[config.mk]
export PLATFORM = sky130hd
export DESIGN_NAME = spi_ram_irq_wake_logic
export DESIGN_NICKNAME = d
export VERILOG_FILES = /design/src/hw/irq_wake_pkg.sv /design/src/hw/spi_ram_irq_wake_logic.sv /design/src/hw/w1c_flags.sv
export VERILOG_INCLUDE_DIRS = /design/src /design/src/hw
export SDC_FILE = /design/constraint.sdc
export NUM_CORES = 1
export LEC_CHECK = 0
export BUFFER_PORTS_ARGS = -buffer_cell sky130_fd_sc_hd__buf_2
export CAP_MARGIN = 20
export CORE_MARGIN = 4
export CORE_UTILIZATION = 45
export CTS_BUF_LIST = sky130_fd_sc_hd__clkbuf_4
export DETAILED_ROUTE_END_ITERATION = 10
export HOLD_SLACK_MARGIN = 0.1
export PLACE_DENSITY = 0.82
export SYNTH_ARGS = -nofsm -noshare
export SYNTH_HDL_FRONTEND = slang
export SYNTH_SLANG_ARGS = --single-unit
[constraint.sdc]
create_clock -name aclk -period 2.01 [get_ports aclk]
set_input_delay 0.201 -clock aclk [delete_from_list [all_inputs] [get_ports aclk]]
set_output_delay 0.201 -clock aclk [all_outputs]
set_load 0.01 [all_outputs]
[src/hw/irq_wake_params.svh]
`ifndef IRQ_WAKE_PARAMS_SVH
`define IRQ_WAKE_PARAMS_SVH
// ----------------------------------------
// Register offsets
// ----------------------------------------
`define OFS_INT_STATUS   8'h20
`define OFS_INT_ENABLE   8'h24
`define OFS_WAKE_CAUSE   8'h28
`define OFS_WAKE_ENABLE  8'h2C
// ----------------------------------------
// Field positions
// ----------------------------------------
`define BIT_RX_UND       15
`define BIT_RX_OVR       14
`define BIT_TX_UND       13
`define BIT_TX_OVR       12
`define BIT_M_DONE       11
`define BIT_ABORT        9
`define BIT_FAULT        8
`define BIT_SSD          5
`define BIT_SSA          4
`define BIT_RX_FULL      3
`define BIT_RX_THRESH    2
`define BIT_TX_EMPTY     1
`define BIT_TX_THRESH    0
// ----------------------------------------
// Masks and reset values
// ----------------------------------------
`define INT_IMPL_MASK    16'hFB3F
`define INT_ENABLE_RST   16'h0002
`define INT_STATUS_RST   16'h0002
`define WAKE_IMPL_MASK   4'hF
`define WAKE_RST         4'h0
`define AXI_RESP_OKAY    2'b00
`define AXI_RESP_SLVERR  2'b10
`endif

[src/hw/irq_wake_pkg.sv]
package irq_wake_pkg;
    typedef enum logic [1:0] {
        WR_IDLE = 2'b00,
        WR_RESP = 2'b01
    } wr_state_t;
    typedef enum logic [1:0] {
        RD_IDLE = 2'b00,
        RD_DATA = 2'b01
    } rd_state_t;
endpackage

[src/hw/spi_ram_irq_wake_logic.sv]
`timescale 1ns/1ps
`include "irq_wake_params.svh"
// Contract
// Enable bit 15 gates receive FIFO underrun interrupt; resets 0.
// Enable bit 14 gates receive FIFO overrun interrupt; resets 0.
// Enable bit 13 gates transmit FIFO underrun interrupt; resets 0.
// Enable bit 12 gates transmit FIFO overrun interrupt; resets 0.
// Enable bit 11 gates controller transfers done interrupt; resets 0.
// Enable bit 9 gates target abort interrupt; resets 0.
// Enable bit 8 gates multi-controller fault interrupt; resets 0.
// Enable bit 5 gates target select deasserted interrupt; resets 0.
// Enable bit 4 gates target select asserted interrupt; resets 0.
// Enable bit 3 gates receive FIFO full interrupt; resets 0.
// Enable bit 2 gates receive FIFO threshold interrupt; resets 0.
// Enable bit 1 gates transmit FIFO empty interrupt; resets 1.
// Enable bit 0 gates transmit FIFO threshold interrupt; resets 0.
// Wake cause bit 3 records receive full wake; write 1 clears.
// Wake cause bit 2 records receive threshold wake; write 1 clears.
// Wake cause bit 1 records transmit empty wake; write 1 clears.
// Wake cause bit 0 records transmit threshold wake; write 1 clears.
// A FIFO wake happens only when its wake enable bit is 1.
// Transmit empty flag sets while transmit FIFO empty; resets to 1.
// Interrupt asserted while any flag and its enable both set.
module spi_ram_irq_wake_logic (
    input  wire logic        aclk,
    input  wire logic        aresetn,
    input  wire logic [7:0]  s_axi_awaddr,
    input  wire logic        s_axi_awvalid,
    output logic             s_axi_awready,
    input  wire logic [31:0] s_axi_wdata,
    input  wire logic [3:0]  s_axi_wstrb,
    input  wire logic        s_axi_wvalid,
    output logic             s_axi_wready,
    output logic [1:0]       s_axi_bresp,
    output logic             s_axi_bvalid,
    input  wire logic        s_axi_bready,
    input  wire logic [7:0]  s_axi_araddr,
    input  wire logic        s_axi_arvalid,
    output logic             s_axi_arready,
    output logic [31:0]      s_axi_rdata,
    output logic [1:0]       s_axi_rresp,
    output logic             s_axi_rvalid,
    input  wire logic        s_axi_rready,
    input  wire logic [15:0] event_set,
    input  wire logic        tx_fifo_empty,
    input  wire logic        low_power,
    output logic             irq,
    output logic             wake
);
    // ----------------------------------------
    // Helpers
    // ----------------------------------------
    function automatic logic [31:0] lane_merge(input logic [31:0] old_v,
                                               input logic [31:0] new_v,
                                               input logic [3:0]  strb);
        logic [31:0] r;
        r = old_v;
        for (int i = 0; i < 4; i++) begin
            if (strb[i]) begin
                r[i*8 +: 8] = new_v[i*8 +: 8];
            end
        end
        return r;
    endfunction

    // Unmapped offsets answer with an error and touch no state
    function automatic logic mapped(input logic [7:0] a);
        logic hit;
        case (a)
            `OFS_INT_STATUS,
            `OFS_INT_ENABLE,
            `OFS_WAKE_CAUSE,
            `OFS_WAKE_ENABLE: hit = 1'b1;
            default:          hit = 1'b0;
        endcase
        return hit;
    endfunction

    // Byte lanes below a word are ignored, so every decode sees an aligned offset
    function automatic logic [7:0] word_addr(input logic [7:0] a);
        return {a[7:2], 2'b00};
    endfunction

    // ----------------------------------------
    // Write channel
    // ----------------------------------------
    irq_wake_pkg::wr_state_t wr_state_q;
    logic                    aw_have_q;
    logic                    w_have_q;
    logic [7:0]              aw_addr_q;
    logic [31:0]             w_data_q;
    logic [3:0]              w_strb_q;
    logic                    wr_fire;
    logic [15:0]             int_enable_q;
    logic [3:0]              wake_enable_q;
    logic [15:0]             int_status;
    logic [3:0]              wake_cause;
    logic [15:0]             int_clr;
    logic [3:0]              wake_clr;
    logic [3:0]              wake_set;
    logic [15:0]             status_set;
    logic [31:0]             wmask;
    logic [31:0]             en_merged;
    logic [31:0]             wen_merged;
    logic [3:0]              wake_src;
    // Sleep-level synchroniser stages
    logic                    lp_meta_q;
    logic                    lp_sync_q;

    assign s_axi_awready = (wr_state_q == irq_wake_pkg::WR_IDLE) && !aw_have_q;
    assign s_axi_wready  = (wr_state_q == irq_wake_pkg::WR_IDLE) && !w_have_q;
    assign wr_fire       = (wr_state_q == irq_wake_pkg::WR_IDLE) && aw_have_q && w_have_q;
    assign wmask         = lane_merge(32'h0000_0000, w_data_q, w_strb_q);

    always_ff @(posedge aclk) begin
        if (!aresetn) begin
            aw_have_q <= 1'b0;
            w_have_q  <= 1'b0;
            aw_addr_q <= 8'h00;
            w_data_q  <= 32'h0000_0000;
            w_strb_q  <= 4'h0;
        end else begin
            if (s_axi_awvalid && s_axi_awready) begin
                aw_have_q <= 1'b1;
                aw_addr_q <= word_addr(s_axi_awaddr);
            end else if (wr_fire) begin
                aw_have_q <= 1'b0;
            end
            if (s_axi_wvalid && s_axi_wready) begin
                w_have_q <= 1'b1;
                w_data_q <= s_axi_wdata;
                w_strb_q <= s_axi_wstrb;
            end else if (wr_fire) begin
                w_have_q <= 1'b0;
            end
        end
    end

    always_ff @(posedge aclk) begin
        if (!aresetn) begin
            wr_state_q   <= irq_wake_pkg::WR_IDLE;
            s_axi_bvalid <= 1'b0;
        end else begin
            case (wr_state_q)
                irq_wake_pkg::WR_IDLE: begin
                    if (wr_fire) begin
                        wr_state_q   <= irq_wake_pkg::WR_RESP;
                        s_axi_bvalid <= 1'b1;
                    end
                end
                irq_wake_pkg::WR_RESP: begin
                    if (s_axi_bready) begin
                        wr_state_q   <= irq_wake_pkg::WR_IDLE;
                        s_axi_bvalid <= 1'b0;
                    end
                end
                default: begin
                    wr_state_q   <= irq_wake_pkg::WR_IDLE;
                    s_axi_bvalid <= 1'b0;
                end
            endcase
        end
    end

    // ----------------------------------------
    // Write response
    // ----------------------------------------
    // The code is fixed when the write lands, so it stands unchanged beside bvalid
    always_ff @(posedge aclk) begin
        if (!aresetn) begin
            s_axi_bresp <= `AXI_RESP_OKAY;
        end else if (wr_fire) begin
            s_axi_bresp <= mapped(aw_addr_q) ? `AXI_RESP_OKAY : `AXI_RESP_SLVERR;
        end
    end

    // ----------------------------------------
    // Enable registers
    // ----------------------------------------
    assign en_merged  = lane_merge({16'h0000, int_enable_q}, w_data_q, w_strb_q);
    assign wen_merged = lane_merge({28'h000_0000, wake_enable_q}, w_data_q, w_strb_q);

    // Reserved bits are masked so they read zero and ignore writes
    always_ff @(posedge aclk) begin
        if (!aresetn) begin
            int_enable_q <= `INT_ENABLE_RST;
        end else if (wr_fire && aw_addr_q == `OFS_INT_ENABLE) begin
            int_enable_q <= en_merged[15:0] & `INT_IMPL_MASK;
        end
    end

    always_ff @(posedge aclk) begin
        if (!aresetn) begin
            wake_enable_q <= `WAKE_RST;
        end else if (wr_fire && aw_addr_q == `OFS_WAKE_ENABLE) begin
            wake_enable_q <= wen_merged[3:0] & `WAKE_IMPL_MASK;
        end
    end

    // ----------------------------------------
    // Status and wake-cause flags
    // ----------------------------------------
    // Transmit empty is a level: it re-sets every cycle the FIFO stays empty
    always_comb begin
        status_set                = event_set & `INT_IMPL_MASK;
        status_set[`BIT_TX_EMPTY] = event_set[`BIT_TX_EMPTY] | tx_fifo_empty;
    end

    assign int_clr  = (wr_fire && aw_addr_q == `OFS_INT_STATUS) ?
                      wmask[15:0] & `INT_IMPL_MASK : 16'h0000;
    assign wake_clr = (wr_fire && aw_addr_q == `OFS_WAKE_CAUSE) ?
                      wmask[3:0] : 4'h0;

    // ----------------------------------------
    // Wake causes
    // ----------------------------------------
    // Only the four FIFO conditions may wake the device
    assign wake_src = {status_set[`BIT_RX_FULL], status_set[`BIT_RX_THRESH],
                       status_set[`BIT_TX_EMPTY], status_set[`BIT_TX_THRESH]};

    // The sleep level comes from the power controller's domain, so two flops settle it first
    always_ff @(posedge aclk) begin
        if (!aresetn) begin
            lp_meta_q <= 1'b0;
        end else begin
            lp_meta_q <= low_power;
        end
    end

    always_ff @(posedge aclk) begin
        if (!aresetn) begin
            lp_sync_q <= 1'b0;
        end else begin
            lp_sync_q <= lp_meta_q;
        end
    end

    // Cause is only latched while asleep and enabled, so stray events never wake
    // Limitation: a cause can still latch for two cycles after the sleep level falls
    assign wake_set = {4{lp_sync_q}} & wake_enable_q & wake_src;

    w1c_flags #(
        .W   (16),
        .RST (`INT_STATUS_RST)
    ) u_status (
        .aclk    (aclk),
        .aresetn (aresetn),
        .set     (status_set),
        .clr     (int_clr),
        .flags   (int_status)
    );

    w1c_flags #(
        .W   (4),
        .RST (`WAKE_RST)
    ) u_wake (
        .aclk    (aclk),
        .aresetn (aresetn),
        .set     (wake_set),
        .clr     (wake_clr),
        .flags   (wake_cause)
    );

    // ----------------------------------------
    // Outputs to interrupt and wake logic
    // ----------------------------------------
    // Registered so the request line never glitches while flags and enables settle
    always_ff @(posedge aclk) begin
        if (!aresetn) begin
            irq <= 1'b0;
        end else begin
            irq <= |(int_status & int_enable_q);
        end
    end

    // Wake stays up until software clears every cause bit
    always_ff @(posedge aclk) begin
        if (!aresetn) begin
            wake <= 1'b0;
        end else begin
            wake <= |wake_cause;
        end
    end

    // ----------------------------------------
    // Read channel
    // ----------------------------------------
    irq_wake_pkg::rd_state_t rd_state_q;
    logic [31:0]             rd_word;

    assign s_axi_arready = (rd_state_q == irq_wake_pkg::RD_IDLE);

    always_comb begin
        rd_word = 32'h0000_0000;
        case (word_addr(s_axi_araddr))
            `OFS_INT_STATUS:  rd_word = {16'h0000, int_status};
            `OFS_INT_ENABLE:  rd_word = {16'h0000, int_enable_q};
            `OFS_WAKE_CAUSE:  rd_word = {28'h000_0000, wake_cause};
            `OFS_WAKE_ENABLE: rd_word = {28'h000_0000, wake_enable_q};
            default:          rd_word = 32'h0000_0000;
        endcase
    end

    always_ff @(posedge aclk) begin
        if (!aresetn) begin
            rd_state_q   <= irq_wake_pkg::RD_IDLE;
            s_axi_rvalid <= 1'b0;
        end else begin
            case (rd_state_q)
                irq_wake_pkg::RD_IDLE: begin
                    // arready is high exactly here, so arvalid alone marks a taken read
                    if (s_axi_arvalid) begin
                        rd_state_q   <= irq_wake_pkg::RD_DATA;
                        s_axi_rvalid <= 1'b1;
                    end
                end
                irq_wake_pkg::RD_DATA: begin
                    if (s_axi_rready) begin
                        rd_state_q   <= irq_wake_pkg::RD_IDLE;
                        s_axi_rvalid <= 1'b0;
                    end
                end
                default: begin
                    rd_state_q   <= irq_wake_pkg::RD_IDLE;
                    s_axi_rvalid <= 1'b0;
                end
            endcase
        end
    end

    // ----------------------------------------
    // Read data
    // ----------------------------------------
    // Loaded only when a read is taken, so data and code stand until rready
    // Reserved offsets read zero with an error code
    always_ff @(posedge aclk) begin
        if (!aresetn) begin
            s_axi_rdata <= 32'h0000_0000;
            s_axi_rresp <= `AXI_RESP_OKAY;
        end else if (s_axi_arvalid && s_axi_arready) begin
            s_axi_rdata <= rd_word;
            s_axi_rresp <= mapped(word_addr(s_axi_araddr)) ? `AXI_RESP_OKAY : `AXI_RESP_SLVERR;
        end
    end
endmodule // spi_ram_irq_wake_logic

[src/hw/w1c_flags.sv]
`timescale 1ns/1ps
// Sticky flag bank: set beats write-one-to-clear in the same cycle.
module w1c_flags #(
    parameter int           W   = 4,
    parameter logic [W-1:0] RST = '0
) (
    input  wire logic         aclk,
    input  wire logic         aresetn,
    input  wire logic [W-1:0] set,
    input  wire logic [W-1:0] clr,
    output logic      [W-1:0] flags
);
    always_ff @(posedge aclk) begin
        if (!aresetn) begin
            flags <= RST;
        end else begin
            flags <= (flags & ~clr) | set;
        end
    end
endmodule // w1c_flags

==> summary.md <==
| Metric | Value |
|---|---|
| Status | complete, no violations |
| Drt initial violations | 209 |
| Layout Nets | 561 |
| Mean post-synth cell area | 9.14 µm² |
| Sequential power share | 57.5% |
| Post-placement worst setup slack | 0.239 ns |
| Clock transition at the registers of the reported paths | between 0.1 and 0.15 ns |
| Share of cells above drive strength 1 | 20.4% |
| Synth Area in Compound Gates | roughly 16% |
| Root buffer cell | clkbuf_4 |
| Worst-Margin Slew | 0.540 ns |
| Xor/xnor share of the synthesized area | 0% |
| Adder-Cell Fraction of Synth Area | 0% |
| Placer Congestion | 0.816 |
| Via count | about 3000 |
| Synth Cell Area | 0.00345 mm² |
| FILL cells | approximately 620 |
| DRC | 0 |
| Critical Path Sink Type | register |
| Logic gate share of total power | between 10% and 20% |
| Asr flop ratio synth | 0% |
| Hold Path Class | input port to register |
| Top_reg_cell synth | dfxtp_1 |
| WS Path Type | register to register |
| Final Util | 59.0% |
| Clk_lat worst skew | 0.42 ns |
| Mux contribution to synthesized area | 11.6% |
| H-tree levels | 3 |
| Startpoint types | register |
| DPL Wire Length | 5.92 mm |
| Post CTS Setup Buffer Count | 0 |
| Setup tns final | 0 ns |
| Antenna violations before repair | 0 |
| Cell taking the most area after synthesis | dfxtp_1 |
| Post-route setup slack | 0.208 ns |
| Largest family of logic cells by synthesized area | simple AND/OR/NAND/NOR gates |
| Slew HR | 63.5% |
| Crit-path max FO | 5 |
| R2R Setup Slk | 0.21 ns |
| P_int | 2160 µW |
| Yosys reg bits | 78 |
| Tot GR Track Use | 18.7% |
| Final setup fails | 0 |
| Number of buffers created by CTS | 9 |
| F_max | 555 MHz |
| Simple-gate share of the synthesized area | 18.0% |
| Commonest cells in the synthesized netlist | dfxtp_1, nand2_1, mux2i_1, o21ai_0, buf_4 |
| Standard-cell rows | 31 |
| Clk buf depth | 2 |
| DIE HEIGHT | 95.5 µm |
| Sw Ratio | 25.3% |
| Unique masters post-synth | 43 |
| First-pass GRT wire length | 13.3 mm |
| Count leader, synth | dfxtp_1 |
| CP startpoint | aw_addr_q[4]$_SDFFE_PN0P_ |
| Vias per cell | 5.10 |
| Clock network power share | roughly 30% |
| RSZ-0062 raised after global routing | false |
| I/O pins | 120 |
| Final hold viol count | 0 |
| Tcrit/Tclk final | 89.6% |
| Area Growth Syn to Fin | 25.4% |
| Port bufs | 70 |
| CP arrival | approximately 2.1 ns |
| DP Area | 0.00382 mm² |
| Max-capacitance violation count | 0 |
| CTS tree | yes |
| Leakage | between 0.0015 and 0.002 µW |
| Crit path capture | wake_enable_q[1]$_SDFFE_PN0P_ |
| Reg-to-reg startpoint | aw_addr_q[4]$_SDFFE_PN0P_ |
| Max-slew violations | 0 |
| Total wire length | between 8 and 9 mm |
| Register-to-Register Path Depth | 3 |
| RR Endpoint | wake_enable_q[1]$_SDFFE_PN0P_ |
| Synth Warn # | 0 |
| Diode count | 0 |
| Final Cell Area | 0.00432 mm² |
| Post-route ant nets | 0 |
| Post-synth EDFFs | 0 |
| Initial DRT Pass Iterations | 6 |
| Final Skew | 0.0125 ns |
| PwrDens | 668 mW/mm² |
| Vias in the first global route | 2842 |
| DIE AREA | ~0.009 mm² |
| Switching pwr | 730 µW |
| Worst IR Drop VDD | between 0.3 and 0.4 mV |
| Yosys top cell area share | 45.3% |
| Core box area | 0.00733 mm² |
| Min cycle time layout | 1.80 ns |
| Clock sink count | 78 |
| CP required | 2.32 ns |
| Largest net degree at the start of global routing | 28 |
| Synth area leaders | dfxtp_1, mux2i_1, nand2_1, buf_4, o21ai_0 |
| Die Wd | 95.5 µm |
| Global route total overflow | 0 |
| Initial core utilization | 47.0% |
| Syn Inst Count | 377 |
| WL/cell | about 14 µm |
| Seq/Total Area, Yosys | a little under half |
cell families (layout without fill, tap and decap cells):
family	after synthesis	in the layout
AOI/OAI and AO/OA	78	78
other	1	21
and+or+nand+nor	123	123
muxes	35	35
buffers and inverters	62	151
DFF	78	78
layer usage:
metal,vias up,GRT usage (%),wire [µm]
met2,139,31.0,3730
li1,1501,-,-
met5,-,0,0
met3,12,4.34,699
met4,0,7.82,117
met1,1330,23.1,3470
state kept, by name, summed over array words and instances, names as in the netlist:
| signal | count |
|---|---|
| aw_have_q | 1 |
| aw_addr_q | 6 |
| irq | 1 |
| lp_meta_q | 1 |
| wake | 1 |
| u_status.flags | 13 |
| w_strb_q | 2 |
| s_axi_rvalid | 1 |
| int_enable_q | 13 |
| s_axi_rresp | 1 |
| s_axi_bvalid | 1 |
| w_have_q | 1 |
| s_axi_rdata | 13 |
| lp_sync_q | 1 |
| w_data_q | 13 |
| s_axi_bresp | 1 |
| wake_enable_q | 4 |
| u_wake.flags | 4 |
critical path, stage by stage, from the launching register on:
cell and delay, ns:
dfxtp_1 0.35, or4b_1 0.63, or4_4 0.57, mux2i_1 0.14
cells in the final DEF, fill, tap and decap left out, types with 2 or more instances in the layout:
cell	instances
a21boi_0	9
a21boi_1	6
a21oi_1	3
a22oi_1	5
a41oi_1	15
and2_1	3
and3_1	4
buf_2	70
buf_4	9
clkbuf_4	10
clkinv_1	2
conb_1	21
dfxtp_1	78
dlygate4sd3_1	39
inv_1	19
mux2i_1	31
mux4_2	4
nand2_1	63
nand2b_1	2
nand3_1	20
nor2_1	4
nor2b_1	10
nor3b_1	4
nor4b_1	2
o211a_1	4
o21ai_0	30
o41ai_1	2
power groups by stage:
stage	clock network (µW)	logic, µW	registers [µW]
floorplan	0	229	1680
global placement	0	302	1690
detailed placement	0	312	1690
CTS	870	372	1660
global route	949	420	1670
finish	852	375	1660
final cells by class:
cell class | count | area [µm²] | share of cell area, %
multi-input cells | 257 | 1640 | 37.9
flip-flops and latches | 78 | 1560 | 36.1
repair buffers | 118 | 808 | 18.7
well taps | 99 | 124 | 2.87
clock buffers | 10 | 75.1 | 1.74
inverters | 20 | 75.1 | 1.74
clock inverters | 3 | 38.8 | 0.898
stage by stage:
stage                     cells  power [µW]  hold WS [ns]
after floorplan             397        1910         0.312
after global placement      533        1990         0.418
after detailed placement    533        2000         0.421
after CTS                   585        2900         0.121
after global routing        585        3040         0.140
final                       585        2890         0.140
what timing repair did:
item                      in CTS  in global routing
gates resized for setup        0                  0
hold buffers                  39                  0
hold endpoints to repair      37                  0
how the worst min path moves through the flow:
stage	start	to	slack, ns	depth (start not counted)
2_1_floorplan	event_set[1]	u_status.flags[1]$_SDFF_PN1_	0.31	2
3_3_place_gp	low_power	lp_meta_q$_SDFF_PN0_	0.42	2
3_5_place_dp	lp_meta_q$_SDFF_PN0_	lp_sync_q$_SDFF_PN0_	0.42	1
4_1_cts	s_axi_wvalid	w_have_q$_SDFFE_PN0P_	0.12	3
5_1_grt	s_axi_araddr[6]	s_axi_rresp[1]$_SDFFE_PN0P_	0.14	4
6_report	s_axi_araddr[6]	s_axi_rresp[1]$_SDFFE_PN0P_	0.14	4
(Power assumes the default switching activity.)
